[src/verilog/card_seq_pkg.sv]
`default_nettype none
package card_seq_pkg;
    // ------------------------------------------------------------
    // Timing
    // ------------------------------------------------------------
    localparam int CLK_MHZ = 250;
    localparam int STEP_NS = 10000;
    localparam int STEP_CYCLES = (STEP_NS * CLK_MHZ + 999) / 1000;
    localparam int RST_HOLD_NS = 102400;
    localparam int RST_HOLD_CYCLES = (RST_HOLD_NS * CLK_MHZ + 999) / 1000;
    localparam int DEADLINE_MS = 5000;
    localparam int DEADLINE_CYCLES = DEADLINE_MS * CLK_MHZ * 1000;
    localparam int DEACT_STEPS = 4;
    localparam logic [5:0] CLK_DIV_HALF = 6'h20;
    // ------------------------------------------------------------
    // Status response fields
    // ------------------------------------------------------------
    localparam logic [4:0] CLASS_BYTE = 5'h0e;
    localparam int CLASS_BIT = 5;
    localparam int CLKSTOP_BIT = 0;
    // ------------------------------------------------------------
    // Sequencer states
    // ------------------------------------------------------------
    typedef enum logic [12:0] {
        ST_IDLE = 13'h0001,
        ST_VCC = 13'h0002,
        ST_IO = 13'h0004,
        ST_CLK = 13'h0008,
        ST_RST = 13'h0010,
        ST_ATR = 13'h0020,
        ST_IDENT = 13'h0040,
        ST_RUN = 13'h0080,
        ST_D_RST = 13'h0100,
        ST_D_CLK = 13'h0200,
        ST_D_IO = 13'h0400,
        ST_D_VCC = 13'h0800,
        ST_FAST = 13'h1000
    } state_type;
    localparam logic [12:0] M_VCC = 13'h17fe;
    localparam logic [12:0] M_RST = 13'h00e0;
    localparam logic [12:0] M_CLK = 13'h01f8;
    localparam logic [12:0] M_IOLOW = 13'h1c03;
endpackage
`default_nettype wire

[src/verilog/cycle_timer.sv]
`default_nettype none
module cycle_timer (
    input wire logic ref_clk_i,
    input wire logic reset_i,
    input wire logic load_i,
    input wire logic stop_i,
    input wire logic [31:0] count_i,
    output logic expired_o,
    output logic running_o
);
    logic [31:0] count_reg;
    logic [31:0] count_next;
    logic run_next;
    logic exp_next;

    // ------------------------------------------------------------
    // Down counter, pulse after count_i cycles
    // ------------------------------------------------------------
    always_comb begin
        count_next = count_reg;
        run_next = running_o;
        exp_next = 1'b0;
        if (load_i) begin
            count_next = count_i;
            run_next = 1'b1;
        end else if (stop_i) begin
            run_next = 1'b0;
        end else if (running_o) begin
            if (count_reg <= 32'h0000_0001) begin
                run_next = 1'b0;
                exp_next = 1'b1;
            end else begin
                count_next = count_reg - 32'h0000_0001;
            end
        end
    end

    always_ff @(posedge ref_clk_i or posedge reset_i) begin
        if (reset_i) begin
            count_reg <= 32'h0000_0000;
            running_o <= 1'b0;
            expired_o <= 1'b0;
        end else begin
            count_reg <= count_next;
            running_o <= run_next;
            expired_o <= exp_next;
        end
    end
endmodule
`default_nettype wire

[src/verilog/card_supply_sequencer.sv]
// Contract
// Only one card slot powered at any time, never two sessions together.
// Contacts rise and fall in fixed order at every supply level.
// Stopped clock: drop contacts in any order, all low before supply drops.
// Clock restarted before deactivation: use the full ordered sequence.
// Transmission protocol T=0 is mandatory, T=1 optional, on both ends.
// Dual-voltage card supports clock stop and flags it in status.
// Card voltage class is bit 5 of status byte 14.
// Read voltage class right after answer-to-reset, before other commands.
// Dual-voltage terminal activates at 5 V first, 3 V only if allowed.
// Supply change finishes before any further command after identification.
// A 3 V-only terminal activates directly at 3 V.
// 3 V-only terminal rejects 5 V-only or failed card within 5 s.
// Supply change is full deactivation then activation at new level.
// Deadline counted on own clock from answer-to-reset to deactivation end.
`default_nettype none
module card_supply_sequencer #(
    parameter int RST_HOLD = card_seq_pkg::RST_HOLD_CYCLES,
    parameter int DEADLINE = card_seq_pkg::DEADLINE_CYCLES
) (
    input wire logic ref_clk_i,
    input wire logic reset_i,
    input wire logic activate_i,
    input wire logic deactivate_i,
    input wire logic slot_i,
    input wire logic only_3v_i,
    input wire logic prefer_3v_i,
    input wire logic clk_stop_i,
    input wire logic atr_done_i,
    input wire logic status_valid_i,
    input wire logic [7:0] status_byte_i,
    input wire logic exchange_done_i,
    input wire logic exchange_fail_i,
    input wire logic io_tx_low_i,
    output logic [1:0] card_vcc_en_o,
    output logic card_vcc_3v_o,
    output logic card_rst_o,
    output logic card_clk_o,
    output logic card_io_o,
    output logic card_io_oe_o,
    output logic ident_phase_o,
    output logic session_ready_o,
    output logic rejected_o,
    output logic busy_o,
    output logic class_3v_o,
    output logic clk_stopped_o
);
    localparam logic [31:0] STEP = 32'(card_seq_pkg::STEP_CYCLES);
    localparam logic [31:0] HOLD = 32'(RST_HOLD);
    localparam logic [31:0] LIMIT = 32'(DEADLINE - card_seq_pkg::DEACT_STEPS * (card_seq_pkg::STEP_CYCLES + 1) - 2);
    localparam logic [13:0] REJ_MAX = 14'(card_seq_pkg::DEACT_STEPS * (card_seq_pkg::STEP_CYCLES + 1) + 1);

    function automatic logic in_set(card_seq_pkg::state_type s, logic [12:0] m);
        return |(s & m);
    endfunction

    card_seq_pkg::state_type state_reg;
    card_seq_pkg::state_type state_next;
    logic slot_reg;
    logic slot_next;
    logic volt_next;
    logic switch_reg;
    logic switch_next;
    logic reject_next;
    logic class_reg;
    logic class_next;
    logic stop_ok_reg;
    logic stop_ok_next;
    logic stopped_reg;
    logic stopped_next;
    logic [4:0] byte_reg;
    logic [4:0] byte_next;
    logic [5:0] div_reg;
    logic [5:0] div_next;
    logic clk_next;
    logic [1:0] vcc_next;
    logic step_load;
    logic [31:0] step_count;
    logic step_done;
    logic dl_load;
    logic dl_stop;
    logic dl_expired;
    logic dl_running;
    logic deact_go;
    logic reject_go;
    logic [13:0] reject_age_reg;
    logic [13:0] reject_age_next;

    // ------------------------------------------------------------
    // Step and deadline timers
    // ------------------------------------------------------------
    cycle_timer step_timer (
        .ref_clk_i(ref_clk_i),
        .reset_i(reset_i),
        .load_i(step_load),
        .stop_i(1'b0),
        .count_i(step_count),
        .expired_o(step_done),
        .running_o()
    );

    // deadline counter
    cycle_timer deadline_timer (
        .ref_clk_i(ref_clk_i),
        .reset_i(reset_i),
        .load_i(dl_load),
        .stop_i(dl_stop),
        .count_i(LIMIT),
        .expired_o(dl_expired),
        .running_o(dl_running)
    );

    // ------------------------------------------------------------
    // Sequencer
    // ------------------------------------------------------------
    always_comb begin
        state_next = state_reg;
        slot_next = slot_reg;
        volt_next = card_vcc_3v_o;
        switch_next = switch_reg;
        reject_next = rejected_o;
        class_next = class_reg;
        stop_ok_next = stop_ok_reg;
        stopped_next = stopped_reg;
        byte_next = byte_reg;
        step_load = 1'b0;
        step_count = STEP;
        dl_load = 1'b0;
        dl_stop = 1'b0;
        deact_go = 1'b0;
        reject_go = 1'b0;
        case (state_reg)
            card_seq_pkg::ST_IDLE: begin
                // one slot, chosen at activation
                if (activate_i) begin
                    slot_next = slot_i;
                    // first supply level
                    volt_next = only_3v_i;
                    switch_next = 1'b0;
                    reject_next = 1'b0;
                    state_next = card_seq_pkg::ST_VCC;
                    step_load = 1'b1;
                end
            end
            // ordered activation
            card_seq_pkg::ST_VCC: begin
                if (step_done) begin
                    state_next = card_seq_pkg::ST_IO;
                    step_load = 1'b1;
                end
            end
            card_seq_pkg::ST_IO: begin
                if (step_done) begin
                    state_next = card_seq_pkg::ST_CLK;
                    step_load = 1'b1;
                end
            end
            card_seq_pkg::ST_CLK: begin
                if (step_done) begin
                    state_next = card_seq_pkg::ST_RST;
                    step_load = 1'b1;
                    step_count = HOLD;
                end
            end
            card_seq_pkg::ST_RST: begin
                if (step_done) begin
                    state_next = card_seq_pkg::ST_ATR;
                    byte_next = 5'h00;
                    class_next = 1'b0;
                    stop_ok_next = 1'b0;
                end
            end
            card_seq_pkg::ST_ATR: begin
                if (exchange_fail_i) begin
                    reject_go = 1'b1;
                end else if (deactivate_i) begin
                    deact_go = 1'b1;
                end else if (atr_done_i) begin
                    // identification starts the deadline
                    state_next = card_seq_pkg::ST_IDENT;
                    dl_load = 1'b1;
                end
            end
            card_seq_pkg::ST_IDENT: begin
                // class bit from status byte 14
                if (status_valid_i) begin
                    if (byte_reg == card_seq_pkg::CLASS_BYTE - 5'h01) begin
                        class_next = status_byte_i[card_seq_pkg::CLASS_BIT];
                        // clock stop permission
                        stop_ok_next = status_byte_i[card_seq_pkg::CLKSTOP_BIT];
                    end
                    if (byte_reg != 5'h1f) begin
                        byte_next = byte_reg + 5'h01;
                    end
                end
                // reject on failure or deadline
                if (exchange_fail_i || dl_expired) begin
                    reject_go = 1'b1;
                end else if (exchange_done_i && only_3v_i && !class_reg) begin
                    reject_go = 1'b1;
                end else if (exchange_done_i && !only_3v_i && class_reg && prefer_3v_i && !card_vcc_3v_o) begin
                    // switch before any further command
                    switch_next = 1'b1;
                    deact_go = 1'b1;
                end else if (exchange_done_i) begin
                    // T=0 engine takes over the session
                    state_next = card_seq_pkg::ST_RUN;
                    dl_stop = 1'b1;
                end else if (deactivate_i) begin
                    deact_go = 1'b1;
                end
            end
            card_seq_pkg::ST_RUN: begin
                // restart clears the stopped state
                stopped_next = clk_stop_i && stop_ok_reg;
                if (deactivate_i) begin
                    deact_go = 1'b1;
                end
            end
            card_seq_pkg::ST_D_RST: begin
                if (step_done) begin
                    state_next = card_seq_pkg::ST_D_CLK;
                    step_load = 1'b1;
                end
            end
            card_seq_pkg::ST_D_CLK: begin
                if (step_done) begin
                    state_next = card_seq_pkg::ST_D_IO;
                    step_load = 1'b1;
                end
            end
            card_seq_pkg::ST_D_IO, card_seq_pkg::ST_FAST: begin
                if (step_done) begin
                    state_next = card_seq_pkg::ST_D_VCC;
                    step_load = 1'b1;
                end
            end
            card_seq_pkg::ST_D_VCC: begin
                if (step_done) begin
                    // deadline ends with deactivation
                    dl_stop = 1'b1;
                    stopped_next = 1'b0;
                    // reactivate at the new level
                    if (switch_reg) begin
                        switch_next = 1'b0;
                        volt_next = 1'b1;
                        state_next = card_seq_pkg::ST_VCC;
                        step_load = 1'b1;
                    end else begin
                        state_next = card_seq_pkg::ST_IDLE;
                    end
                end
            end
            default: begin
                state_next = card_seq_pkg::ST_IDLE;
            end
        endcase
        if (reject_go) begin
            reject_next = 1'b1;
            switch_next = 1'b0;
        end
        if (reject_go || deact_go) begin
            step_load = 1'b1;
            step_count = STEP;
            // shortcut only while clock still stopped
            if (stopped_reg) begin
                state_next = card_seq_pkg::ST_FAST;
            end else begin
                state_next = card_seq_pkg::ST_D_RST;
            end
        end
    end

    // ------------------------------------------------------------
    // Card clock and contact levels
    // ------------------------------------------------------------
    always_comb begin
        div_next = div_reg + 6'h01;
        clk_next = card_clk_o;
        if (div_reg == card_seq_pkg::CLK_DIV_HALF - 6'h01) begin
            div_next = 6'h00;
            if (in_set(state_next, card_seq_pkg::M_CLK) && !stopped_next) begin
                clk_next = !card_clk_o;
            end else begin
                clk_next = 1'b0;
            end
        end
        vcc_next = 2'b00;
        // supply to the selected slot only
        if (in_set(state_next, card_seq_pkg::M_VCC)) begin
            vcc_next = slot_next ? 2'b10 : 2'b01;
        end
    end

    always_ff @(posedge ref_clk_i or posedge reset_i) begin
        if (reset_i) begin
            state_reg <= card_seq_pkg::ST_IDLE;
            slot_reg <= 1'b0;
            switch_reg <= 1'b0;
            class_reg <= 1'b0;
            stop_ok_reg <= 1'b0;
            stopped_reg <= 1'b0;
            byte_reg <= 5'h00;
            div_reg <= 6'h00;
            card_vcc_en_o <= 2'b00;
            card_vcc_3v_o <= 1'b0;
            card_rst_o <= 1'b0;
            card_clk_o <= 1'b0;
            card_io_o <= 1'b0;
            card_io_oe_o <= 1'b1;
            ident_phase_o <= 1'b0;
            session_ready_o <= 1'b0;
            rejected_o <= 1'b0;
            busy_o <= 1'b0;
            class_3v_o <= 1'b0;
            clk_stopped_o <= 1'b0;
        end else begin
            state_reg <= state_next;
            slot_reg <= slot_next;
            switch_reg <= switch_next;
            class_reg <= class_next;
            stop_ok_reg <= stop_ok_next;
            stopped_reg <= stopped_next;
            byte_reg <= byte_next;
            div_reg <= div_next;
            card_vcc_en_o <= vcc_next;
            card_vcc_3v_o <= volt_next;
            card_rst_o <= in_set(state_next, card_seq_pkg::M_RST);
            card_clk_o <= clk_next;
            card_io_o <= 1'b0;
            card_io_oe_o <= in_set(state_next, card_seq_pkg::M_IOLOW) ||
                (in_set(state_next, card_seq_pkg::M_RST) && io_tx_low_i);
            ident_phase_o <= state_next == card_seq_pkg::ST_IDENT;
            session_ready_o <= state_next == card_seq_pkg::ST_RUN;
            rejected_o <= reject_next;
            busy_o <= state_next != card_seq_pkg::ST_IDLE;
            class_3v_o <= class_next;
            clk_stopped_o <= stopped_next;
        end
    end

    // rejection age
    always_comb begin
        reject_age_next = 14'h0000;
        if (rejected_o && card_vcc_en_o != 2'b00) begin
            reject_age_next = reject_age_reg;
            if (reject_age_reg != 14'h3fff) begin
                reject_age_next = reject_age_reg + 14'h0001;
            end
        end
    end

    always_ff @(posedge ref_clk_i or posedge reset_i) begin
        if (reset_i) begin
            reject_age_reg <= 14'h0000;
        end else begin
            reject_age_reg <= reject_age_next;
        end
    end
endmodule
`default_nettype wire

[config.mk]
export PLATFORM = sky130hd
export DESIGN_NAME = card_supply_sequencer
export DESIGN_NICKNAME = d
export VERILOG_FILES = /design/src/verilog/card_seq_pkg.sv /design/src/verilog/cycle_timer.sv /design/src/verilog/card_supply_sequencer.sv
export SDC_FILE = /design/constraint.sdc
export NUM_CORES = 1
export LEC_CHECK = 0
export BUFFER_PORTS_ARGS = -buffer_cell sky130_fd_sc_hd__buf_2
export CAP_MARGIN = 20
export CORE_ASPECT_RATIO = 1.75
export CORE_MARGIN = 5
export CORE_UTILIZATION = 57
export DETAILED_ROUTE_END_ITERATION = 10
export MAX_ROUTING_LAYER = met4
export PLACE_DENSITY = 0.85
export SYNTH_ARGS = -nofsm -noshare
export SYNTH_HDL_FRONTEND = slang
export SYNTH_SLANG_ARGS = --single-unit
[constraint.sdc]
create_clock -name ref_clk_i -period 5.84 [get_ports ref_clk_i]
set_input_delay 0.292 -clock ref_clk_i [delete_from_list [all_inputs] [get_ports ref_clk_i]]
set_output_delay 0.292 -clock ref_clk_i [all_outputs]
set_load 0.03 [all_outputs]
==> results of run 1 <==
Yosys cell counts, types with 8 or more instances:
cell	number	area, um^2
nand3_1	21	105
xor2_1	22	193
xnor2_1	27	236
and3_1	8	50.1
nor3_1	27	135
nand2_1	57	214
nor2_1	74	278
buf_2	11	55.1
a21oi_1	37	185
nand4_1	12	75.1
inv_1	18	67.6
dfrtp_1	105	2630
o31ai_1	8	60.1
clkbuf_1	12	45.0
o21ai_0	29	145
nor4_1	20	125
ha_1	8	100
or4_1	20	150
or3_1	16	100
kinds of logic after synthesis:
group	share of synthesized area [%]
AOI/OAI and AO/OA	12.8
xor gates and xnor gates	7.27
adders and majority gates	1.70
buffers and inverters	3.41
DFF	45.4
muxes	0.360
other	0.0636
and+or+nand+nor	28.9
per-layer routing:
layer  part of all wire (%)  wire, um  global-route usage, %
met3                    4.7       644                   5.07
met4                    3.2       435                   9.52
met5                      0         0                      -
met1                     39      5430                   28.2
met2                     53      7280                   39.6
how the worst max path moves through the flow:
stage | startpoint | end | slack [ps] | cells after the start
global route | state_reg[4] | step_timer.count_reg[14] | 2320 | 7
CTS | step_timer.count_reg[17] | step_timer.count_reg[26] | 1890 | 6
finish | state_reg[4] | step_timer.count_reg[10] | 2520 | 7
floorplan | reset_i | busy_o | 2730 | 1
global placement | step_timer.count_reg[17] | step_timer.count_reg[24] | 2220 | 6
detailed placement | step_timer.count_reg[17] | step_timer.count_reg[26] | 1970 | 6
layout by cell type (no fill, tap or decap), types with 4 or more instances in the layout:
cell type and instances:
a21oi_1 37, a22oi_1 4, and2_1 4, and3_1 8, buf_2 28, clkbuf_16 9, dfrtp_1 105, ha_1 8
inv_1 17, nand2_1 57, nand3_1 21, nand3b_1 4, nand4_1 12, nand4b_1 4, nor2_1 74, nor2b_1 6
nor3_1 27, nor3b_1 6, nor4_1 20, o211ai_1 4, o21ai_0 29, o31a_1 5, o31ai_1 8, or2_2 6
or3_1 16, or4_1 20, xnor2_1 27, xor2_1 22
stage by stage:
step                      power [uW]  std cells  cell area (um^2)
after CTS                       1910        781              6410
after floorplan                 1140        638              5900
after global routing            1990        784              6430
after global placement          1230        764              6070
after detailed placement        1240        764              6070
final                           1910        784              6430
repair_timing:
| action | 4_1_cts | 5_1_grt |
|---|---|---|
| hold buffers | 1 | 0 |
| endpoints found under the hold margin | 29 | 0 |
| buffers inserted | 0 | 0 |
where the power goes:
part	total (uW)	switching (uW)	internal, uW
Sequential	843	51.0	792
Clock	675	282	393
Combinational	391	256	135
cell type report:
type	instances	area, um^2
Tap cell	127	159
Fill cell	837	3810
Timing Repair Buffer	31	165
Multi-Input combinational cell	485	3020
Clock inverter	6	96.3
Inverter	18	70.1
Sequential cell	107	2680
Clock buffer	10	239
worst reg2reg max path, cell delays in order (launching register included):
cell and delay [ps]:
dfrtp_1 610, nor4b_2 580, and4_1 410, o31a_1 270
nand4bb_2 250, or2_1 770, a31oi_1 80, o22a_1 240
==> run metrics, run 1 <==
outcome=finished, final reports clean; first-pass GRT wire length=around 23000 um; Worst path top cell family by delay=simple AND/OR/NAND/NOR gates; DR DRC count=0; Detail Route Antenna Nets=0; Power Density=297 nW/um^2; Tmin final=3320 ps; hold_sp=slot_i; Seq/Total Area, Yosys=between 40% and 50%; Slew @ Worst Pin=957 ps; antenna cell count=0; Layout Nets=681; Hold Path End=slot_reg; reg2reg setup slack=roughly 2500 ps; all-layer global routing usage=between 20% and 30%; ys flop type=dfrtp_1; port bufs=26; DRT iter0 DRCs=around 340; hold_ws=224 ps; CTS resizes=0; H-tree depth=3; CORE AREA=a little over 10000 um^2; routed length per instance=17.6 um; die area=12600 um^2; Crit-path slowest cell=or2_1; cells on worst reg2reg path=7; initial antenna violation count=0; post-synth cell types=74; Clock Pin Slew Worst Setup and Hold Paths=roughly 70 ps; final worst setup slack=2520 ps; Max FO, Critical Path=27; Post-Syn Area=about 5900 um^2; flops & latches, synth=107; Leak Pwr=slightly above 0.003 uW; Ports=34; Crit path required time=roughly 6100 ps; Final GP Congestion=between 0.9 and 1; Final Hold Vio Count=0; Initial Utilization=57.6%; Die Y=around 140 um; CP Cell Sequence=nor4b_2 > and4_1 > o31a_1 > nand4bb_2 > or2_1 > a31oi_1 > o22a_1; share of cells above drive strength 1=~11%; utilization after layout=a little over three fifths; Rows=between 40 and 50; EDFF count, synth=0; Largest stage delay, worst path=770 ps; Synth async-reset ratio=100%; TritonRoute pass-1 iters=5; TritonCTS clock tree=built; vias in the first global route=between 4k and 5k; vias per inst=6.30; reg-to-reg endpoint=step_timer.count_reg[10]; Bufs and invs on worst path=0; worst skew pair latency=between 300 and 400 ps; gr ovfl total=0; setup_tns=0 ps; Layout area overhead=8.95%; CTS Buf Count=9; die width=slightly below 90 um; critical path startpoint category=flip-flop; RSZ-0062 raised after global routing=no; Hold Path Depth=3; Setup Skew=9.27 ps; Worst R2R Start=state_reg[4]; CTS Buffer Depth=2; largest net degree at the start of global routing=just under 80; Final Cycle Share=56.8%; clock sink total=107; yosys synthesis warning count=0; fmax=around 300 MHz; VDD IR max=between 0.0002 and 0.00025 V; CTS Root Cell=clkbuf_16; dpl hpwl=slightly below 10000 um; HP Class=in -> reg; Final Setup Violations=0; CP arrival=around 3600 ps; Max Cap Viol=0; Post-Syn Nets=between 600 and 700; crit end category=flip-flop; wirelength, routed=13800 um; vias after detailed routing=between 4k and 5k; crit path kind=reg -> reg; pre-CTS WS=approximately 2000 ps; synthesized area per cell=9.25 um^2; fin. max-slew vios=0; synthesized instance count=around 640; Slew headroom=36.2%
(Power assumes the default switching activity.)
==> run 2: changes to the inputs <==
- CORE_UTILIZATION: 57 -> 55
- PLACE_DENSITY: 0.85 -> 0.86
- clock period: 5.84 -> 2.7 ns (I/O delays scaled with it)
==> run 2 against run 1 <==
  * The flow now finishes with violations (setup timing)
  * Cell count is 15% higher
  * Die area increased by 3.3%
  * Register-to-register slack worse by 2600 ps
  * Fmax is 21% higher
  * Core utilization rose by 8.4 points
  * Worst hold slack got worse by 190 ps
  * Clock power rose by 130%
  * Routed wire length is 24% higher
  * Clock skew up 1.4 ps
  * Critical path type unchanged
  * Critical endpoint is now step_timer.count_reg[23]
  * Largest cell class unchanged
  * Largest power group unchanged
==> run metrics, run 2 (synthesis results as in run 1) <==
outcome=finished, violations left; failing checks=setup timing; Layout Nets=approximately 800; dpl hpwl=~12000 um; Max Cap Viol=0; utilization after layout=between 70% and 80%; gr ovfl total=0; CTS Buf Count=9; critical path startpoint category=flip-flop; switching share of power=slightly above 30%; wirelength, routed=roughly 17000 um; Ports=34; Crit path required time=just under 3000 ps; TritonCTS clock tree=built; Slew headroom=about half; worst skew pair latency=approximately 350 ps; Flop pwr share=a little under two fifths; Final Setup Violations=4; Layout area overhead=28.3%; CTS Root Cell=clkbuf_16; vias per inst=between 6 and 7; met2 Usage GRT=about 45%; Overall Power=4640 uW; RSZ-0062 raised after global routing=yes; DR DRC count=0; CTS Buffer Depth=2; crit end category=flip-flop; CP arrival=3010 ps; Die Y=147 um; most common cell after layout, fill and taps aside=buf_4; Rows=50; Switch Pwr=between 1000 and 1500 uW; vias in the first global route=roughly 5.7k; Final Cycle Share=101%; Final Hold Vio Count=0; all-layer global routing usage=a little over a quarter; share of cells above drive strength 1=28.5%; VDD IR max=0.000419 V; Most Used Layer, Global Route=met2; most frequent cells in the layout=buf_4 (112), dfrtp_1 (101), nor2_1 (74); Leak Pwr=roughly 0.0037 uW; antenna cell count=0; HP Class=in -> reg; GR Layer Usage met1=28.2%; clock share of power=about 33%; Detail Route Antenna Nets=0; Pint=about 3200 uW; fmax=365 MHz; largest net degree at the start of global routing=58; first-pass GRT wire length=between 20000 and 30000 um; Setup Skew=10.7 ps; hold_ws=32.0 ps; Tmin final=about 2700 ps; TritonRoute pass-1 iters=5; Final GP Congestion=slightly above 1; port bufs=26; vias after detailed routing=between 5k and 6k; clock sink total=around 110; routed length per instance=~19 um; Initial Utilization=about 55%; met3 Use GR=between 5 and 6%; die area=13000 um^2; Slew @ Worst Pin=around 780 ps; Max FO, Critical Path=5; setup_tns=-106 ps; die width=between 80 and 90 um; initial antenna violation count=0; final worst setup slack=-36.9 ps; Power Density=slightly above 600 nW/um^2; H-tree depth=3; DRT iter0 DRCs=approximately 420; pre-CTS WS=-309 ps; Clock Pin Slew Worst Setup and Hold Paths=80 ps; fin. max-slew vios=0; Comb power frac=28.6%; crit path kind=reg -> reg; CORE AREA=around 11000 um^2
==> run 2: repair_timing <==
item	4_1_cts	5_1_grt
hold buffers	1	0
setup endpoints to repair	16	41
pin swaps	4	15
buffers inserted	4	13
gates resized for setup	16	33
cloned	0	1
endpoints found under the hold margin	30	0
==> run 2: routing by layer <==
layer	vias to the layer above	routed length (um)
met1	2824	6130
met2	237	9350
met4	0	705
li1	2566	-
met3	63	888
met5	-	0
==> run 2: worst paths after layout <==
path,slack [ps],depth (start not counted),end,from
setup / recovery,-40,9,step_timer.count_reg[23],step_timer.count_reg[13]
hold / removal,30,3,slot_reg,slot_i
setup reg to reg,-40,9,step_timer.count_reg[23],step_timer.count_reg[13]
hold reg to reg,490,1,rejected_o,rejected_o
max in group asynchronous,1500,4,state_reg[7],reset_i
min in group asynchronous,460,3,busy_o,reset_i
==> run 2: power groups by stage <==
stage / clock (uW) / combinational (uW) / sequential [uW]
after floorplan: 0 / 580 / 1880
after global placement: 0 / 1150 / 1800
after detailed placement: 0 / 1180 / 1810
after CTS: 1550 / 1230 / 1780
after global routing: 1620 / 1430 / 1790
final: 1530 / 1330 / 1780
==> run 2: layout make-up <==
type,instances,area [um^2]
multi-input cells,485,3230
flip-flops and latches,107,2690
clock buffers,9,225
inverters,18,71.3
fillers,745,3060
repair buffers,146,1070
well taps,130,163
clock inverters,7,124
==> run 2: per-stage QoR <==
stage	area, um^2	instances
floorplan	5900	638
global placement	6830	867
detailed placement	6830	867
CTS	7300	888
global route	7570	902
finish	7570	902
==> run 2: worst max-delay path, stage by stage, from the launching register on <==
cell	delay, ps
dfrtp_1	370
or4_1	570
nor4_2	290
buf_4	180
a41oi_2	140
buf_4	220
o31ai_4	270
clkdlybuf4s15_2	320
o21ai_0	130
a21oi_1	160
